## config.mk

```make
export PLATFORM = sky130hd
export DESIGN_NAME = pmfr_fault_response
export DESIGN_NICKNAME = d
export VERILOG_FILES = /design/src/pmfr_pkg.sv /design/src/pmfr_fault_response.sv
export SDC_FILE = /design/constraint.sdc
export NUM_CORES = 1
export LEC_CHECK = 0
export ABC_AREA = 0
export BUFFER_PORTS_ARGS = -buffer_cell sky130_fd_sc_hd__buf_2
export CAP_MARGIN = 25
export CORE_ASPECT_RATIO = 0.7
export CORE_MARGIN = 5
export CORE_UTILIZATION = 47
export CTS_BUF_LIST = sky130_fd_sc_hd__clkbuf_16
export CTS_CLUSTER_SIZE = 28
export DETAILED_ROUTE_END_ITERATION = 12
export PLACE_DENSITY = 0.71
export SLEW_MARGIN = 30
export SYNTH_ARGS = -nofsm -noshare
export SYNTH_HDL_FRONTEND = slang
export SYNTH_SLANG_ARGS = --single-unit
```

## constraint.sdc

```tcl
create_clock -name clk_sys -period 4.3 [get_ports clk_sys]
set_clock_uncertainty 0.1 [all_clocks]
set_input_delay 0.86 -clock clk_sys [delete_from_list [all_inputs] [get_ports clk_sys]]
set_output_delay 0.86 -clock clk_sys [all_outputs]
set_load 0.02 [all_outputs]
```

## src/pmfr_pkg.sv

```systemverilog
// pmfr_pkg: constants and carrier types for the fault response block
// assumes a single 40 MHz system clock; detector inputs already filtered
package pmfr_pkg;

  localparam int unsigned PMFR_CLK_HZ = 40_000_000;
  // overvoltage persistence delay, in microseconds; plain default
  localparam int unsigned PMFR_OV_DELAY_US = 10;
  localparam int unsigned PMFR_OV_DELAY_CYC =
    (PMFR_OV_DELAY_US * (PMFR_CLK_HZ / 1_000_000) > 0) ?
    PMFR_OV_DELAY_US * (PMFR_CLK_HZ / 1_000_000) : 1;
  localparam int unsigned PMFR_OV_CNT_W = 16;
  localparam logic [15:0] PMFR_OV_DELAY_CNT = 16'(PMFR_OV_DELAY_CYC);

  // reset values of the flopped outputs
  localparam logic PMFR_RST_MASTER = 1'b1;
  localparam logic PMFR_RST_LOW = 1'b0;

  // fault detections, one bit each, active high
  typedef struct packed {
    logic catch_diode_missing;
    logic switch_node_ilim;
    logic pump1_ov;
    logic input_uvlo;
    logic reference_a_uvlo;
    logic reference_b_uvlo;
    logic logic_supply_uvlo;
    logic logic_supply_short;
    logic pump1_uvlo;
    logic pump2_uvlo;
    logic mcu_rail_uv;
  } pmfr_faults_t;

  // responses toward rails, drivers and host
  typedef struct packed {
    logic master_power_on_reset;
    logic rails_enable;
    logic isolator_enable;
    logic serial_port_enable;
    logic watchdog_enable;
  } pmfr_ctrl_t;

  typedef enum logic [1:0] {
    PMFR_ST_RESET = 2'b00,
    PMFR_ST_RUN = 2'b01,
    PMFR_ST_LATCHED = 2'b11
  } pmfr_state_t;

endpackage : pmfr_pkg

```

## src/pmfr_fault_response.sv

```systemverilog
// pmfr_fault_response: decides the device reaction to each fault detection
// assumes detector inputs and enables are synchronous to clk_sys
`timescale 1ns/1ps
`default_nettype none
module pmfr_fault_response (
  // clock and reset (reset low models input supply cycling)
  input wire logic clk_sys,
  input wire logic rst_b,
  // enables
  input wire logic ignition_enable,
  input wire logic logic_enable,
  // detections
  input wire pmfr_pkg::pmfr_faults_t faults,
  // responses
  output pmfr_pkg::pmfr_ctrl_t ctrl,
  output logic processor_reset_out_n,
  output logic fault_flag_n,
  output logic power_output_enable,
  output logic [1:0] state
);
  import pmfr_pkg::*;

  logic en_combined;
  logic en_q;
  logic en_fall;
  logic latch_diode_q;
  logic latch_ilim_q;
  logic unlatched_reset;
  logic master_reset;
  logic [PMFR_OV_CNT_W-1:0] ov_cnt_q;
  logic ov_fault_q;
  pmfr_state_t state_q;
  pmfr_state_t state_d;
  logic latched_any;
  // next values of the flopped outputs
  pmfr_ctrl_t ctrl_d;
  logic proc_reset_n_d;
  logic flag_n_d;
  logic power_enable_d;

  assign en_combined = ignition_enable | logic_enable;
  // re-arm happens on the low phase; the rise then finds the latch clear
  assign en_fall = en_q & ~en_combined;

  // detector idles low after reset, so no false fall follows it
  always_ff @(posedge clk_sys) begin
    if (!rst_b) begin
      en_q <= 1'b0;
    end else begin
      en_q <= en_combined;
    end
  end

  // set wins over the clearing enable toggle
  always_ff @(posedge clk_sys) begin
    if (!rst_b) begin
      latch_diode_q <= 1'b0;
    end else if (faults.catch_diode_missing) begin
      latch_diode_q <= 1'b1;
    end else if (en_fall) begin
      latch_diode_q <= 1'b0;
    end
  end

  // same set-wins latch as the diode, cleared by the same toggle
  always_ff @(posedge clk_sys) begin
    if (!rst_b) begin
      latch_ilim_q <= 1'b0;
    end else if (faults.switch_node_ilim) begin
      latch_ilim_q <= 1'b1;
    end else if (en_fall) begin
      latch_ilim_q <= 1'b0;
    end
  end

  // persistence filter; a dropout restarts the count
  // saturates at the delay so the count never wraps
  always_ff @(posedge clk_sys) begin
    if (!rst_b) begin
      ov_cnt_q <= '0;
    end else if (!faults.pump1_ov) begin
      ov_cnt_q <= '0;
    end else if (ov_cnt_q < PMFR_OV_DELAY_CNT) begin
      ov_cnt_q <= ov_cnt_q + 1'b1;
    end
  end

  // flag only after the full delay; drops with the condition
  always_ff @(posedge clk_sys) begin
    if (!rst_b) begin
      ov_fault_q <= 1'b0;
    end else if (!faults.pump1_ov) begin
      ov_fault_q <= 1'b0;
    end else if (ov_cnt_q >= PMFR_OV_DELAY_CNT) begin
      ov_fault_q <= 1'b1;
    end
  end

  // lockouts hold reset only while present; nothing latches here
  assign unlatched_reset = faults.input_uvlo | faults.reference_a_uvlo |
    faults.reference_b_uvlo | faults.logic_supply_uvlo |
    faults.logic_supply_short | faults.pump1_uvlo;
  // supply cycling is modelled by rst_b, which clears both latches
  assign latched_any = latch_diode_q | latch_ilim_q;
  // a fresh detection acts in the same cycle, not one later
  // pump 2 lockout stays out of master reset; it must not stop rails
  assign master_reset = unlatched_reset | latch_diode_q | latch_ilim_q |
    faults.catch_diode_missing | faults.switch_node_ilim;

  always_comb begin
    state_d = state_q;
    case (state_q)
      PMFR_ST_RESET: begin
        // a held latch outranks the release check
        if (latched_any) begin
          state_d = PMFR_ST_LATCHED;
        end else if (!master_reset) begin
          state_d = PMFR_ST_RUN;
        end
      end
      PMFR_ST_RUN: begin
        if (master_reset) begin
          state_d = PMFR_ST_RESET;
        end
      end
      PMFR_ST_LATCHED: begin
        // only the enable fall or rst_b empties the latches
        if (!latched_any) begin
          state_d = PMFR_ST_RESET;
        end
      end
      default: begin
        state_d = PMFR_ST_RESET;
      end
    endcase
  end

  always_ff @(posedge clk_sys) begin
    if (!rst_b) begin
      state_q <= PMFR_ST_RESET;
    end else begin
      state_q <= state_d;
    end
  end

  // state port mirrors the next state so it stays a plain flop
  always_ff @(posedge clk_sys) begin
    if (!rst_b) begin
      state <= PMFR_ST_RESET;
    end else begin
      state <= state_d;
    end
  end

  // next responses; each names only the faults allowed to touch it
  always_comb begin
    ctrl_d.master_power_on_reset = master_reset;
    ctrl_d.rails_enable = ~master_reset;
    ctrl_d.isolator_enable = ~master_reset & ~faults.pump2_uvlo;
    ctrl_d.serial_port_enable = ~master_reset;
    ctrl_d.watchdog_enable = ~master_reset;
    // the mcu rail alone pulls only the processor reset
    proc_reset_n_d = ~master_reset & ~faults.mcu_rail_uv;
    // pump 1 overvoltage reaches the flag and nothing else
    flag_n_d = ~master_reset & ~faults.pump2_uvlo &
      ~ov_fault_q;
    power_enable_d = ~master_reset & ~faults.pump2_uvlo;
  end

  // outputs flopped from the same-cycle decision
  always_ff @(posedge clk_sys) begin
    if (!rst_b) begin
      ctrl.master_power_on_reset <= PMFR_RST_MASTER;
      ctrl.rails_enable <= PMFR_RST_LOW;
      ctrl.isolator_enable <= PMFR_RST_LOW;
      ctrl.serial_port_enable <= PMFR_RST_LOW;
      ctrl.watchdog_enable <= PMFR_RST_LOW;
    end else begin
      ctrl <= ctrl_d;
    end
  end

  // processor reset held low through reset; host sees a clean start
  always_ff @(posedge clk_sys) begin
    if (!rst_b) begin
      processor_reset_out_n <= PMFR_RST_LOW;
    end else begin
      processor_reset_out_n <= proc_reset_n_d;
    end
  end

  // flag low from reset until the first clean cycle
  always_ff @(posedge clk_sys) begin
    if (!rst_b) begin
      fault_flag_n <= PMFR_RST_LOW;
    end else begin
      fault_flag_n <= flag_n_d;
    end
  end

  // power enable follows only once rails are allowed up
  always_ff @(posedge clk_sys) begin
    if (!rst_b) begin
      power_output_enable <= PMFR_RST_LOW;
    end else begin
      power_output_enable <= power_enable_d;
    end
  end

endmodule : pmfr_fault_response
`default_nettype wire

```

* Word level (Yosys, flattened, before mapping)
Index checks and enable logic that the tools add are counted.
Widths: inputs -> output; s select.
** Word-level totals
- Register bits :: 27
- Output and inout bits :: 10
- Bits in read-only memories :: 0
- Memory bits (writable) :: 0
- Memories kept :: 0
- Bits in latches :: 0
** Operators by class
- $lt $le $gt $ge :: 2
- Multipliers :: 0
- Shifts and indexed selects :: 0
- Multiplexer cells :: 8
- Reduce and logical (&&, ||, !) cells :: 5
- Bitwise operators :: 20
- Divide/modulo/power cells :: 0
- Eq/ne operators :: 5
- $add $sub $neg :: 1
** Operators with widths (number)
- $add 16x1->16 const B :: 1
- $ge 16x9->1 const B :: 1
- $lt 16x9->1 const B :: 1
- $or 1x1->1 :: 11
- $mux 2 :: 4
- $pmux 2 s3 :: 1
- $not 1->1 :: 5
- $and 1x1->1 :: 4
- $ne 2x2->1 const B :: 2
- $reduce_bool 2->1 :: 2
- $mux 1 :: 3
- $ne 3x3->1 const B :: 1
- $reduce_and 3->1 :: 1
- $eq 2x1->1 const B :: 1
- $eq 2x2->1 const B :: 1
- $logic_not 2->1 :: 1
- $reduce_and 2->1 :: 1

* Depth between registers and ports, before layout
Gate-level depths: netlist (run 1).
- Word-level depth :: 12
- Gate-level depth with buffers :: 6

* Least setup slack after synthesis (run 1)
No wires, ideal clock.
- Kind :: input-to-reg
- From :: input rst_b
- To :: register ov_cnt_q[4]
- Data arrival time :: 1507 ps
- Slack :: 2633 ps
- Setup time :: 59 ps
- Data required time :: 4141 ps
- Stages :: 3
- Path through :: nand2_2 or4_1 nand2_1
** On the way
- Longest elaborated chain between the ends :: 1
** RTL lines
- from (decl) :: RTL line pmfr_fault_response.sv:8 : input wire logic rst_b,
- $reduce_and 2->1 (no line)
- to (signal assigned) :: RTL line pmfr_fault_response.sv:84 : ov_cnt_q <= ov_cnt_q + 1'b1;
- to (decl) :: RTL line pmfr_fault_response.sv:30 : logic [PMFR_OV_CNT_W-1:0] ov_cnt_q;
No other way between the ends.
A chain may end at the register's enable or synchronous reset.

* Final worst setup path (run 1)
- From :: register state[1]
- To :: output state[1]
** RTL lines
- from (decl) :: RTL line pmfr_fault_response.sv:19 : output logic [1:0] state
- from (signal assigned) :: RTL line pmfr_fault_response.sv:151 : state <= state_d;
No word-level cell between the ends.

==> metrics.cfg, run 1 <==
[route]
postRouteAntennaNets = 0
firstDrtPassIters = 4
wire_per_inst_um = 12.41
via_per_inst = 5.063
drc = 0
wirelength_mm = 1.986
drt_iter0_drc = 34
vias = 810

[synthesis]
ys_top_cells_by_count = dfxtp_1, nor2_1, and3_1
syn_area_mm2 = 0.001041
yosys_warnings = 0
synth.avg_cell_area_um2 = 10.01
ys_types = 32
ys.flop_type = dfxtp_1
synth_most_common_cell = dfxtp_1
syn_inst = 104
syn-num-nets = 121
synth_top_area_share_pct = 51.92
synth_area_leader_cell = dfxtp_1
async_flop_share_pct = 0
synthTopCellsByArea = dfxtp_1, and3_1, nor2_1
synth_edf_count = 0
synth.yosys.seq_area_share_pct = 51.92
ys_ff_latch = 27

[global_routing]
overflow = 0
grt_pass1_vias = 712
grt_use_total_pct = 13.35
grt_first_pass_wirelength_mm = 3.284
grt_start_max_net_pins = 15
antenna_found_initial = 0

[power_and_ir_drop]
switching_share_pct = 19.71
p_int_mw = 0.3910
p_per_area_mw_per_mm2 = 388.5
power.switching_mw = 0.09601
p_clk_share_pct = 41.6
p_leak_nw = 0.5530
p_total_mw = 0.4870
power_frac_comb_pct = 5.2
p_seq_share_pct = 53.1
vdd_drop_max_mv = 0.4149

[layout]
area_growth_pct = 20.43
design_area_mm2 = 0.001254
fillers = 201
drive_gt1_share_pct = 27.34
nNetsFinal = 146
antenna_cells = 0

[timing]
slew_headroom_pct = 74.05
fin_crit_sh_pct = 40.68
final.min_clock_period_ns = 1.749
rsz0062_at_grt = no
worst_slack_ns = 2.551
max_freq_mhz = 571.6
worst_pin_slew_ns = 0.3863
drv_slew = 0
finalHoldViolCount = 0
setup_violations = 0
setup_tns_ns = 0

[clock_network]
cts_num_sinks = 27
clockBufferDepth = 2
cts-htree-levels = 1
clkLatencyLatePin_ns = 0.26
clockRootBuffer = clkbuf_16
ctsResizeCount = 0
cts_hold_buf = 0
cts_buffers = 3
path_clk_slew_ns = 0.06
postCtsSetupBuffers = 0
tritoncts = done

[floorplanning]
die_w_um = 66.25
die_h_um = 49.38
rows = 14
die_area_mm2 = 0.003271
io_pins = 25
coreArea_mm2 = 0.002137
initial_core_util_pct = 48.71

[critical_path]
crit_path_top_delay_cell = dfxtp_1
cp.depth = 1
path_buf_inv = 1
crit_fanout = 3
slowest_delay_ns = 0.36
ff2ff_path_depth = 4
path_cells = buf_2
worstPathArrival_ns = 0.79
critPathLaunchType = register
end_kind = output pin
cp_top_family = flip-flops
worstPathRequired_ns = 3.34
critical_path_class = register to output pin

[placed_design]
place_ws_ns = 2.319
routabilityCongestion = 0.8746
dpl_cell_area_mm2 = 0.001175
numPortBuffers = 24
place_hpwl_mm = 1.446

[flow_run]
cap_violations = 0

[outcome]
status = finished, final reports clean

[hold_path]
hold_path.class = register to register
min_path_cells = 1

==> per-layer routing <==
| layer | part of all wire [%] | routed length, µm | vias to the layer above | GRT usage (%) |
|---|---|---|---|---|
| met4 | 0.86 | 17 | 0 | 3.041 |
| met2 | 47 | 939 | 27 | 20.43 |
| met3 | 7.8 | 155 | 2 | 5.530 |
| met5 | 0 | 0 | - | 0 |
| met1 | 44 | 875 | 360 | 17.42 |
| li1 | - | - | 421 | - |
==> cell type report <==
class	count	area, µm²	area share (%)
clock buffer	3	75.07	5.988
inverter	3	11.26	0.8982
sequential	27	540.5	43.11
clock inverter	1	3.754	0.2994
tap	32	40.04	3.194
multi-input combinational	70	462.9	36.93
timing repair buffer	24	120.1	9.581
==> stage by stage <==
step                std cells  util, %  hold slack [ns]
finish                    160    58.67           0.3369
global route              160    58.67           0.3506
CTS                       160    58.67           0.3372
detailed placement        156    54.98           0.3203
global placement          156    54.98           0.3188
floorplan                 104        -           0.2996
==> power by group through the flow <==
stage          Clock (mW)  Combinational, mW  Sequential, mW
3_5_place_dp            0             0.0256           0.264
5_1_grt             0.220             0.0289           0.259
3_3_place_gp            0             0.0246           0.264
4_1_cts             0.206             0.0259           0.259
6_report            0.203             0.0256           0.259
2_1_floorplan           0             0.0109           0.267
==> layout by cell type, fill, tap and decap left out, types with 3 or more instances in the layout <==
cell        n
a21oi_1     5
nor2b_1     3
xor2_1      3
nor3_1      4
nand3_1     5
inv_1       4
nand2_1     5
dfxtp_1    27
nor2_1      9
and3_1      7
clkbuf_16   3
nand4_1     3
or4_1       3
buf_2      24
==> kinds of logic after synthesis <==
logic type               after synthesis  synth area share [%]
flip-flops                            27                 51.92
AO/OA/AOI/OAI                         13                 8.774
adder cells (fa/ha/maj)                2                 2.403
buffers and inverters                  7                 3.605
XOR/XNOR                               4                 3.366
AND/OR/NAND/NOR                       50                 28.97
multiplexers                           1                0.9616
==> registers in the layout (all words and copies together) (netlist names) <==
signal,flops
ov_cnt_q,16
ov_fault_q,1
state,2
processor_reset_out_n,1
en_q,1
fault_flag_n,1
latch_ilim_q,1
latch_diode_q,1
ctrl,3
==> final timing paths <==
check,from,to,slack (ns)
worst max-delay path,state[1]$_SDFFE_PN0P_,state[1],2.55
worst max register to register,ov_cnt_q[12]$_SDFFE_PN0N_,ov_cnt_q[6]$_SDFFE_PN0N_,2.57
worst min-delay path,ov_fault_q$_SDFFE_PN0P_,fault_flag_n$_SDFF_PN0_,0.34
worst min register to register,ov_fault_q$_SDFFE_PN0P_,fault_flag_n$_SDFF_PN0_,0.34
No activity file was read; power rests on OpenSTA's default activity.
==> run 2: changes to the inputs <==
Clock period 4.3 ns to 1.7 ns, I/O delays scaled along.
==> run 2 against run 1 <==
Net effect:
- power rose to 2.5 times the previous value
- setup slack got worse by 2.5 ns
- cell count rose by 3.1%
- critical path depth rose by 4
- sequential share of layout area fell by 1.8 points
- clock power rose by 150%
- cell area rose by 4.5%
- global-route usage fell by 0.20 points
- utilization rose by 2.6 points
- register-to-register slack got worse by 2.5 ns
==> metrics.cfg, run 2 (same netlist as run 1, synthesis figures left out) <==
[global_routing]
grt_start_max_net_pins = 15  ; unchanged
grt_first_pass_wirelength_mm = 3.374  ; +2.7%
antenna_found_initial = 0  ; unchanged
overflow = 0  ; unchanged
grt_pass1_vias = 770  ; +8.1%
grt_use_total_pct = 13.15  ; -0.20 points

[floorplanning]
initial_core_util_pct = 48.71  ; unchanged
die_area_mm2 = 0.003271  ; unchanged
die_w_um = 66.25  ; unchanged
die_h_um = 49.38  ; unchanged
rows = 14  ; unchanged
io_pins = 25  ; unchanged
coreArea_mm2 = 0.002137  ; unchanged

[outcome]
status = finished, final reports clean

[critical_path]
cp_top_family = simple AND/OR/NAND/NOR gates
crit_fanout = 5  ; +2
critPathLaunchType = register
worstPathArrival_ns = 1.77  ; +0.98 ns
path_buf_inv = 1  ; unchanged
slowest_delay_ns = 0.48  ; +0.12 ns
critical_path_class = register to register
crit_path_top_delay_cell = or4_1
end_kind = register
path_cells = nor4_4 -> buf_4 -> nand3_2 -> or4_1 -> nand2_1
worstPathRequired_ns = 1.80  ; -1.54 ns

[power_and_ir_drop]
p_per_area_mw_per_mm2 = 935.8  ; +140%
p_leak_nw = 0.5776  ; +4.5%
vdd_drop_max_mv = 0.9000  ; +120%
p_total_mw = 1.226  ; +150%

[layout]
fillers = 204  ; +1.5%
antenna_cells = 0  ; unchanged
largest_reg_flops = 16  ; unchanged
drive_gt1_share_pct = 32.33  ; +5.0 points
reg_top3 = ov_cnt_q: 16 flops, ctrl: 3 flops, state: 2 flops
area_growth_pct = 25.84
nNetsFinal = 151  ; +3.4%
fin_util_pct = 61.30  ; +2.6 points
mostFrequentLayoutCells = dfxtp_1, buf_2, nor2_1
design_area_mm2 = 0.001310  ; +4.5%
final_common_cell = dfxtp_1
regMostFlops = ov_cnt_q

[clock_network]
cts-htree-levels = 1  ; unchanged
cts_hold_buf = 0  ; unchanged
cts_num_sinks = 27  ; unchanged
clockBufferDepth = 2  ; unchanged
cts_buffers = 3  ; unchanged
clkLatencyLatePin_ns = 0.25  ; about the same
path_clk_slew_ns = 0.06  ; about the same
tritoncts = done
clockRootBuffer = clkbuf_16

[route]
firstDrtPassIters = 4  ; unchanged
wire_per_inst_um = 12.08  ; -2.6%
wirelength_mm = 1.994  ; +0.40%
drc = 0  ; unchanged
via_per_inst = 5.164  ; +2.0%
vias = 852  ; +5.2%
drt_iter0_drc = 34  ; unchanged
postRouteAntennaNets = 0  ; unchanged

[timing]
final.min_clock_period_ns = 1.670
max_freq_mhz = 598.7
rsz0062_at_grt = yes
fin_crit_sh_pct = 98.26
drv_slew = 0  ; unchanged
finalHoldViolCount = 0  ; unchanged
setup_tns_ns = 0  ; unchanged
whs_ns = 0.1424  ; -0.1945 ns
worst_pin_slew_ns = 0.3434  ; -0.04292 ns
slew_headroom_pct = 76.93  ; +2.9 points
setup_violations = 0  ; unchanged

[placed_design]
routabilityCongestion = 0.8616  ; -1.5%
dpl_cell_area_mm2 = 0.001205  ; +2.6%
numPortBuffers = 24  ; unchanged
place_hpwl_mm = 1.516  ; +4.8%

[hold_path]
hold_path.class = input pin to register

[flow_run]
cap_violations = 0  ; unchanged

## run 2: final cells by class
class / count / area (µm²) / share of cell area, %
clock buffers: 3 / 75.07 / 5.731
multi-input cells: 70 / 480.5 / 36.68
flip-flops and latches: 27 / 541.8 / 41.36
clock inverters: 1 / 3.754 / 0.2865
well taps: 32 / 40.04 / 3.056
repair buffers: 29 / 157.7 / 12.03
inverters: 3 / 11.26 / 0.8596
## run 2: layer usage
layer  track usage, %  share of wire, %  vias up
met5                0                 0        -
met3            4.839               5.8        2
li1                 -                 -      433
met1            18.65                48      393
met4            3.041              0.60        0
met2            18.78                45       24
## run 2: where the power goes
group,switching (mW),internal (mW),total [mW]
combinational,0.0364,0.0306,0.0670
clock,0.190,0.314,0.504
sequential,0.00906,0.646,0.655
total,0.236,0.990,1.23
## run 2: repair_timing
action                                  in CTS  in global routing
endpoints found under the setup margin       0                  3
endpoints found under the hold margin        0                  0
resized for setup                            0                  4
setup buffers                                0                  1
## run 2: per-stage QoR
step,std cells,worst slack (ns)
floorplan,104,0.1416
finish,165,0.02964
global route,165,-0.02793
global placement,160,0.09125
CTS,164,0.03140
detailed placement,160,0.05228
## run 2: final timing paths
check | from | slack (ns) | cells past startpoint | endpoint
setup / recovery | ov_cnt_q[15]$_SDFFE_PN0N_ | 0.03 | 5 | ov_cnt_q[4]$_SDFFE_PN0N_
hold / removal | faults[0] | 0.14 | 2 | processor_reset_out_n$_SDFF_PN0_
setup reg to reg | ov_cnt_q[15]$_SDFFE_PN0N_ | 0.03 | 5 | ov_cnt_q[4]$_SDFFE_PN0N_
hold reg to reg | ov_fault_q$_SDFFE_PN0P_ | 0.33 | 1 | fault_flag_n$_SDFF_PN0_
==> run 3: changes to the inputs <==
--- a/config.mk
+++ b/config.mk
@@ -11,3 +11,3 @@
 export CORE_ASPECT_RATIO = 0.7
-export CORE_MARGIN = 5
+export CORE_MARGIN = 2
 export CORE_UTILIZATION = 47
==> constraint.sdc (replaced) <==
create_clock -name clk_sys -period 1.7 [get_ports clk_sys]
set_clock_uncertainty 0.1 [all_clocks]
set_input_delay 0.255 -clock clk_sys [delete_from_list [all_inputs] [get_ports clk_sys]]
set_output_delay 0.255 -clock clk_sys [all_outputs]
set_load 0.02 [all_outputs]
==> run 3 against run 2 <==
Net effect:
- combinational power down 1%
- die area is 20% lower
- critical path depth down 1
- flip-flop and latch count is the same
- setup slack gained 0.031 ns
- via count decreased by 0.12%
- maximum frequency increased by 1.9%
- highest routed layer unchanged
- largest power group unchanged
- clock power up 2%
- power rose by 0.73%
- sequential power about the same
==> metrics.cfg, run 3 (same netlist as run 1, synthesis figures left out) <==
[clock_network]
tritoncts = done
clockBufferDepth = 2  ; unchanged
cts-htree-levels = 1  ; unchanged
clkLatencyLatePin_ns = 0.26  ; about the same
path_clk_slew_ns = 0.06  ; about the same
cts_num_sinks = 27  ; unchanged
cts_buffers = 3  ; unchanged
clockRootBuffer = clkbuf_16

[layout]
fin_util_pct = 61.33  ; about the same
nNetsFinal = 150  ; -0.66%
regMostFlops = ov_cnt_q
mostFrequentLayoutCells = dfxtp_1, buf_2, nor2_1
drive_gt1_share_pct = 31.06  ; -1.3 points
largest_reg_flops = 16  ; unchanged
instances_no_fill = 164  ; -0.61%
area_growth_pct = 24.88
antenna_cells = 0  ; unchanged
fillers = 180  ; -12%
reg_top3 = ov_cnt_q: 16 flops, ctrl: 3 flops, state: 2 flops
design_area_mm2 = 0.001300  ; -0.76%
final_common_cell = dfxtp_1

[critical_path]
path_cells = nor4_4 -> nand3_2 -> or4_1 -> a21oi_1
crit_fanout = 5  ; unchanged
end_kind = register
crit_path_top_delay_cell = nor4_4
worstPathArrival_ns = 1.73  ; -0.04 ns
slowest_delay_ns = 0.43  ; -0.05 ns
ff2ff_path_depth = 4  ; -1
worstPathRequired_ns = 1.79  ; about the same
critical_path_class = register to register
critPathLaunchType = register

[power_and_ir_drop]
p_seq_share_pct = 53.0  ; -0.4 points
vdd_drop_max_mv = 0.6124  ; -32%
p_total_mw = 1.235  ; +0.73%
power_frac_comb_pct = 5.4  ; about the same
p_clk_share_pct = 41.6  ; +0.5 points
power.switching_mw = 0.2445  ; +3.7%
switching_share_pct = 19.80  ; +0.56 points
p_leak_nw = 0.5724  ; -0.91%
p_per_area_mw_per_mm2 = 949.9  ; +1.5%
p_int_mw = 0.9905  ; about the same

[hold_path]
hold_path.class = input pin to register
min_path_cells = 2  ; unchanged

[floorplanning]
die_area_mm2 = 0.002613  ; -20%
io_pins = 25  ; unchanged
rows = 14  ; unchanged
die_w_um = 60.25  ; -9.1%
initial_core_util_pct = 49.11  ; +0.40 points
die_h_um = 43.38  ; -12%
coreArea_mm2 = 0.002120  ; -0.82%

[placed_design]
dpl_cell_area_mm2 = 0.001197  ; -0.62%
numPortBuffers = 24  ; unchanged
routabilityCongestion = 0.8787  ; +2.0%
placedCellCount = 159  ; -0.63%
place_hpwl_mm = 1.403  ; -7.5%

[route]
wirelength_mm = 1.952  ; -2.1%
top_layer_used = met4
drt_iter0_drc = 16  ; -53%
wl_met2_um = 865  ; -3.8%
postRouteAntennaNets = 0  ; unchanged
wire_per_inst_um = 11.90  ; -1.5%
via_per_inst = 5.189  ; +0.49%
drc = 0  ; unchanged
firstDrtPassIters = 4  ; unchanged
met3_length_um = 93  ; -19%
vias = 851  ; -0.12%
wl_met1_um = 966  ; unchanged

[global_routing]
grt_first_pass_wirelength_mm = 3.339  ; -1.0%
grt_pass1_vias = 790  ; +2.6%
grt_use_total_pct = 17.22  ; +4.1 points
grt_start_max_net_pins = 15  ; unchanged
overflow = 0  ; unchanged
antenna_found_initial = 0  ; unchanged

[timing]
whs_ns = 0.04327  ; -0.09917 ns
slew_headroom_pct = 69.91  ; -7.0 points
worst_pin_slew_ns = 0.4490  ; +0.1055 ns
drv_slew = 0  ; unchanged
finalHoldViolCount = 0  ; unchanged
setup_violations = 0  ; unchanged
final.min_clock_period_ns = 1.639  ; -0.03141 ns
max_freq_mhz = 610.1  ; +1.9%
fin_crit_sh_pct = 96.41  ; -1.8 points

[outcome]
status = finished, final reports clean

[flow_run]
cap_violations = 0  ; unchanged

[run 3: timing repair]
item	CTS	global route
hold buffers	0	0
setup buffers	0	1
gates resized for setup	0	3
setup endpoints to repair	0	4
[run 3: area by class of cell]
type                       instances  area, µm²  share of cell area (%)
tap                               32      40.04                   3.080
timing repair buffer              28      150.1                   11.55
clock inverter                     1      3.754                  0.2887
multi-input combinational         70      478.0                   36.77
sequential                        27      541.8                   41.67
clock buffer                       3      75.07                   5.775
inverter                           3      11.26                  0.8662
[run 3: worst max-delay path, delay by kind of cell (launching register included)]
kind	cells	cell delay [ns]
compound gates	1	0.14
simple gates	3	1.00
flops	1	0.34
[run 3: stage by stage]
stage | worst slack (ns) | setup TNS [ns]
2_1_floorplan | 0.1416 | 0
3_3_place_gp | 0.1000 | 0
3_5_place_dp | 0.04887 | 0
4_1_cts | 0.03864 | 0
5_1_grt | -0.01150 | -0.02728
6_report | 0.06106 | 0
[run 3: routing by layer]
metal | up-vias | global-route usage (%)
met5 | - | 0
met4 | 0 | 4.000
met3 | 4 | 6.567
met2 | 21 | 26.74
met1 | 399 | 22.92
li1 | 427 | -
[run 3: power groups by stage]
stage               Clock (mW)  Combinational (mW)  Sequential (mW)
finish                   0.514              0.0663            0.655
global route             0.544              0.0751            0.656
CTS                      0.519              0.0664            0.655
detailed placement           0              0.0663            0.669
global placement             0              0.0643            0.668
floorplan                    0              0.0275            0.675
[run 3: worst paths after layout]
path                             startpoint                               end  slack (ns)
setup / recovery  ov_cnt_q[15]$_SDFFE_PN0N_          ov_cnt_q[7]$_SDFFE_PN0N_        0.06
hold / removal                    faults[0]  processor_reset_out_n$_SDFF_PN0_        0.04
setup reg to reg  ov_cnt_q[15]$_SDFFE_PN0N_          ov_cnt_q[7]$_SDFFE_PN0N_        0.06
hold reg to reg     ov_fault_q$_SDFFE_PN0P_           fault_flag_n$_SDFF_PN0_        0.34
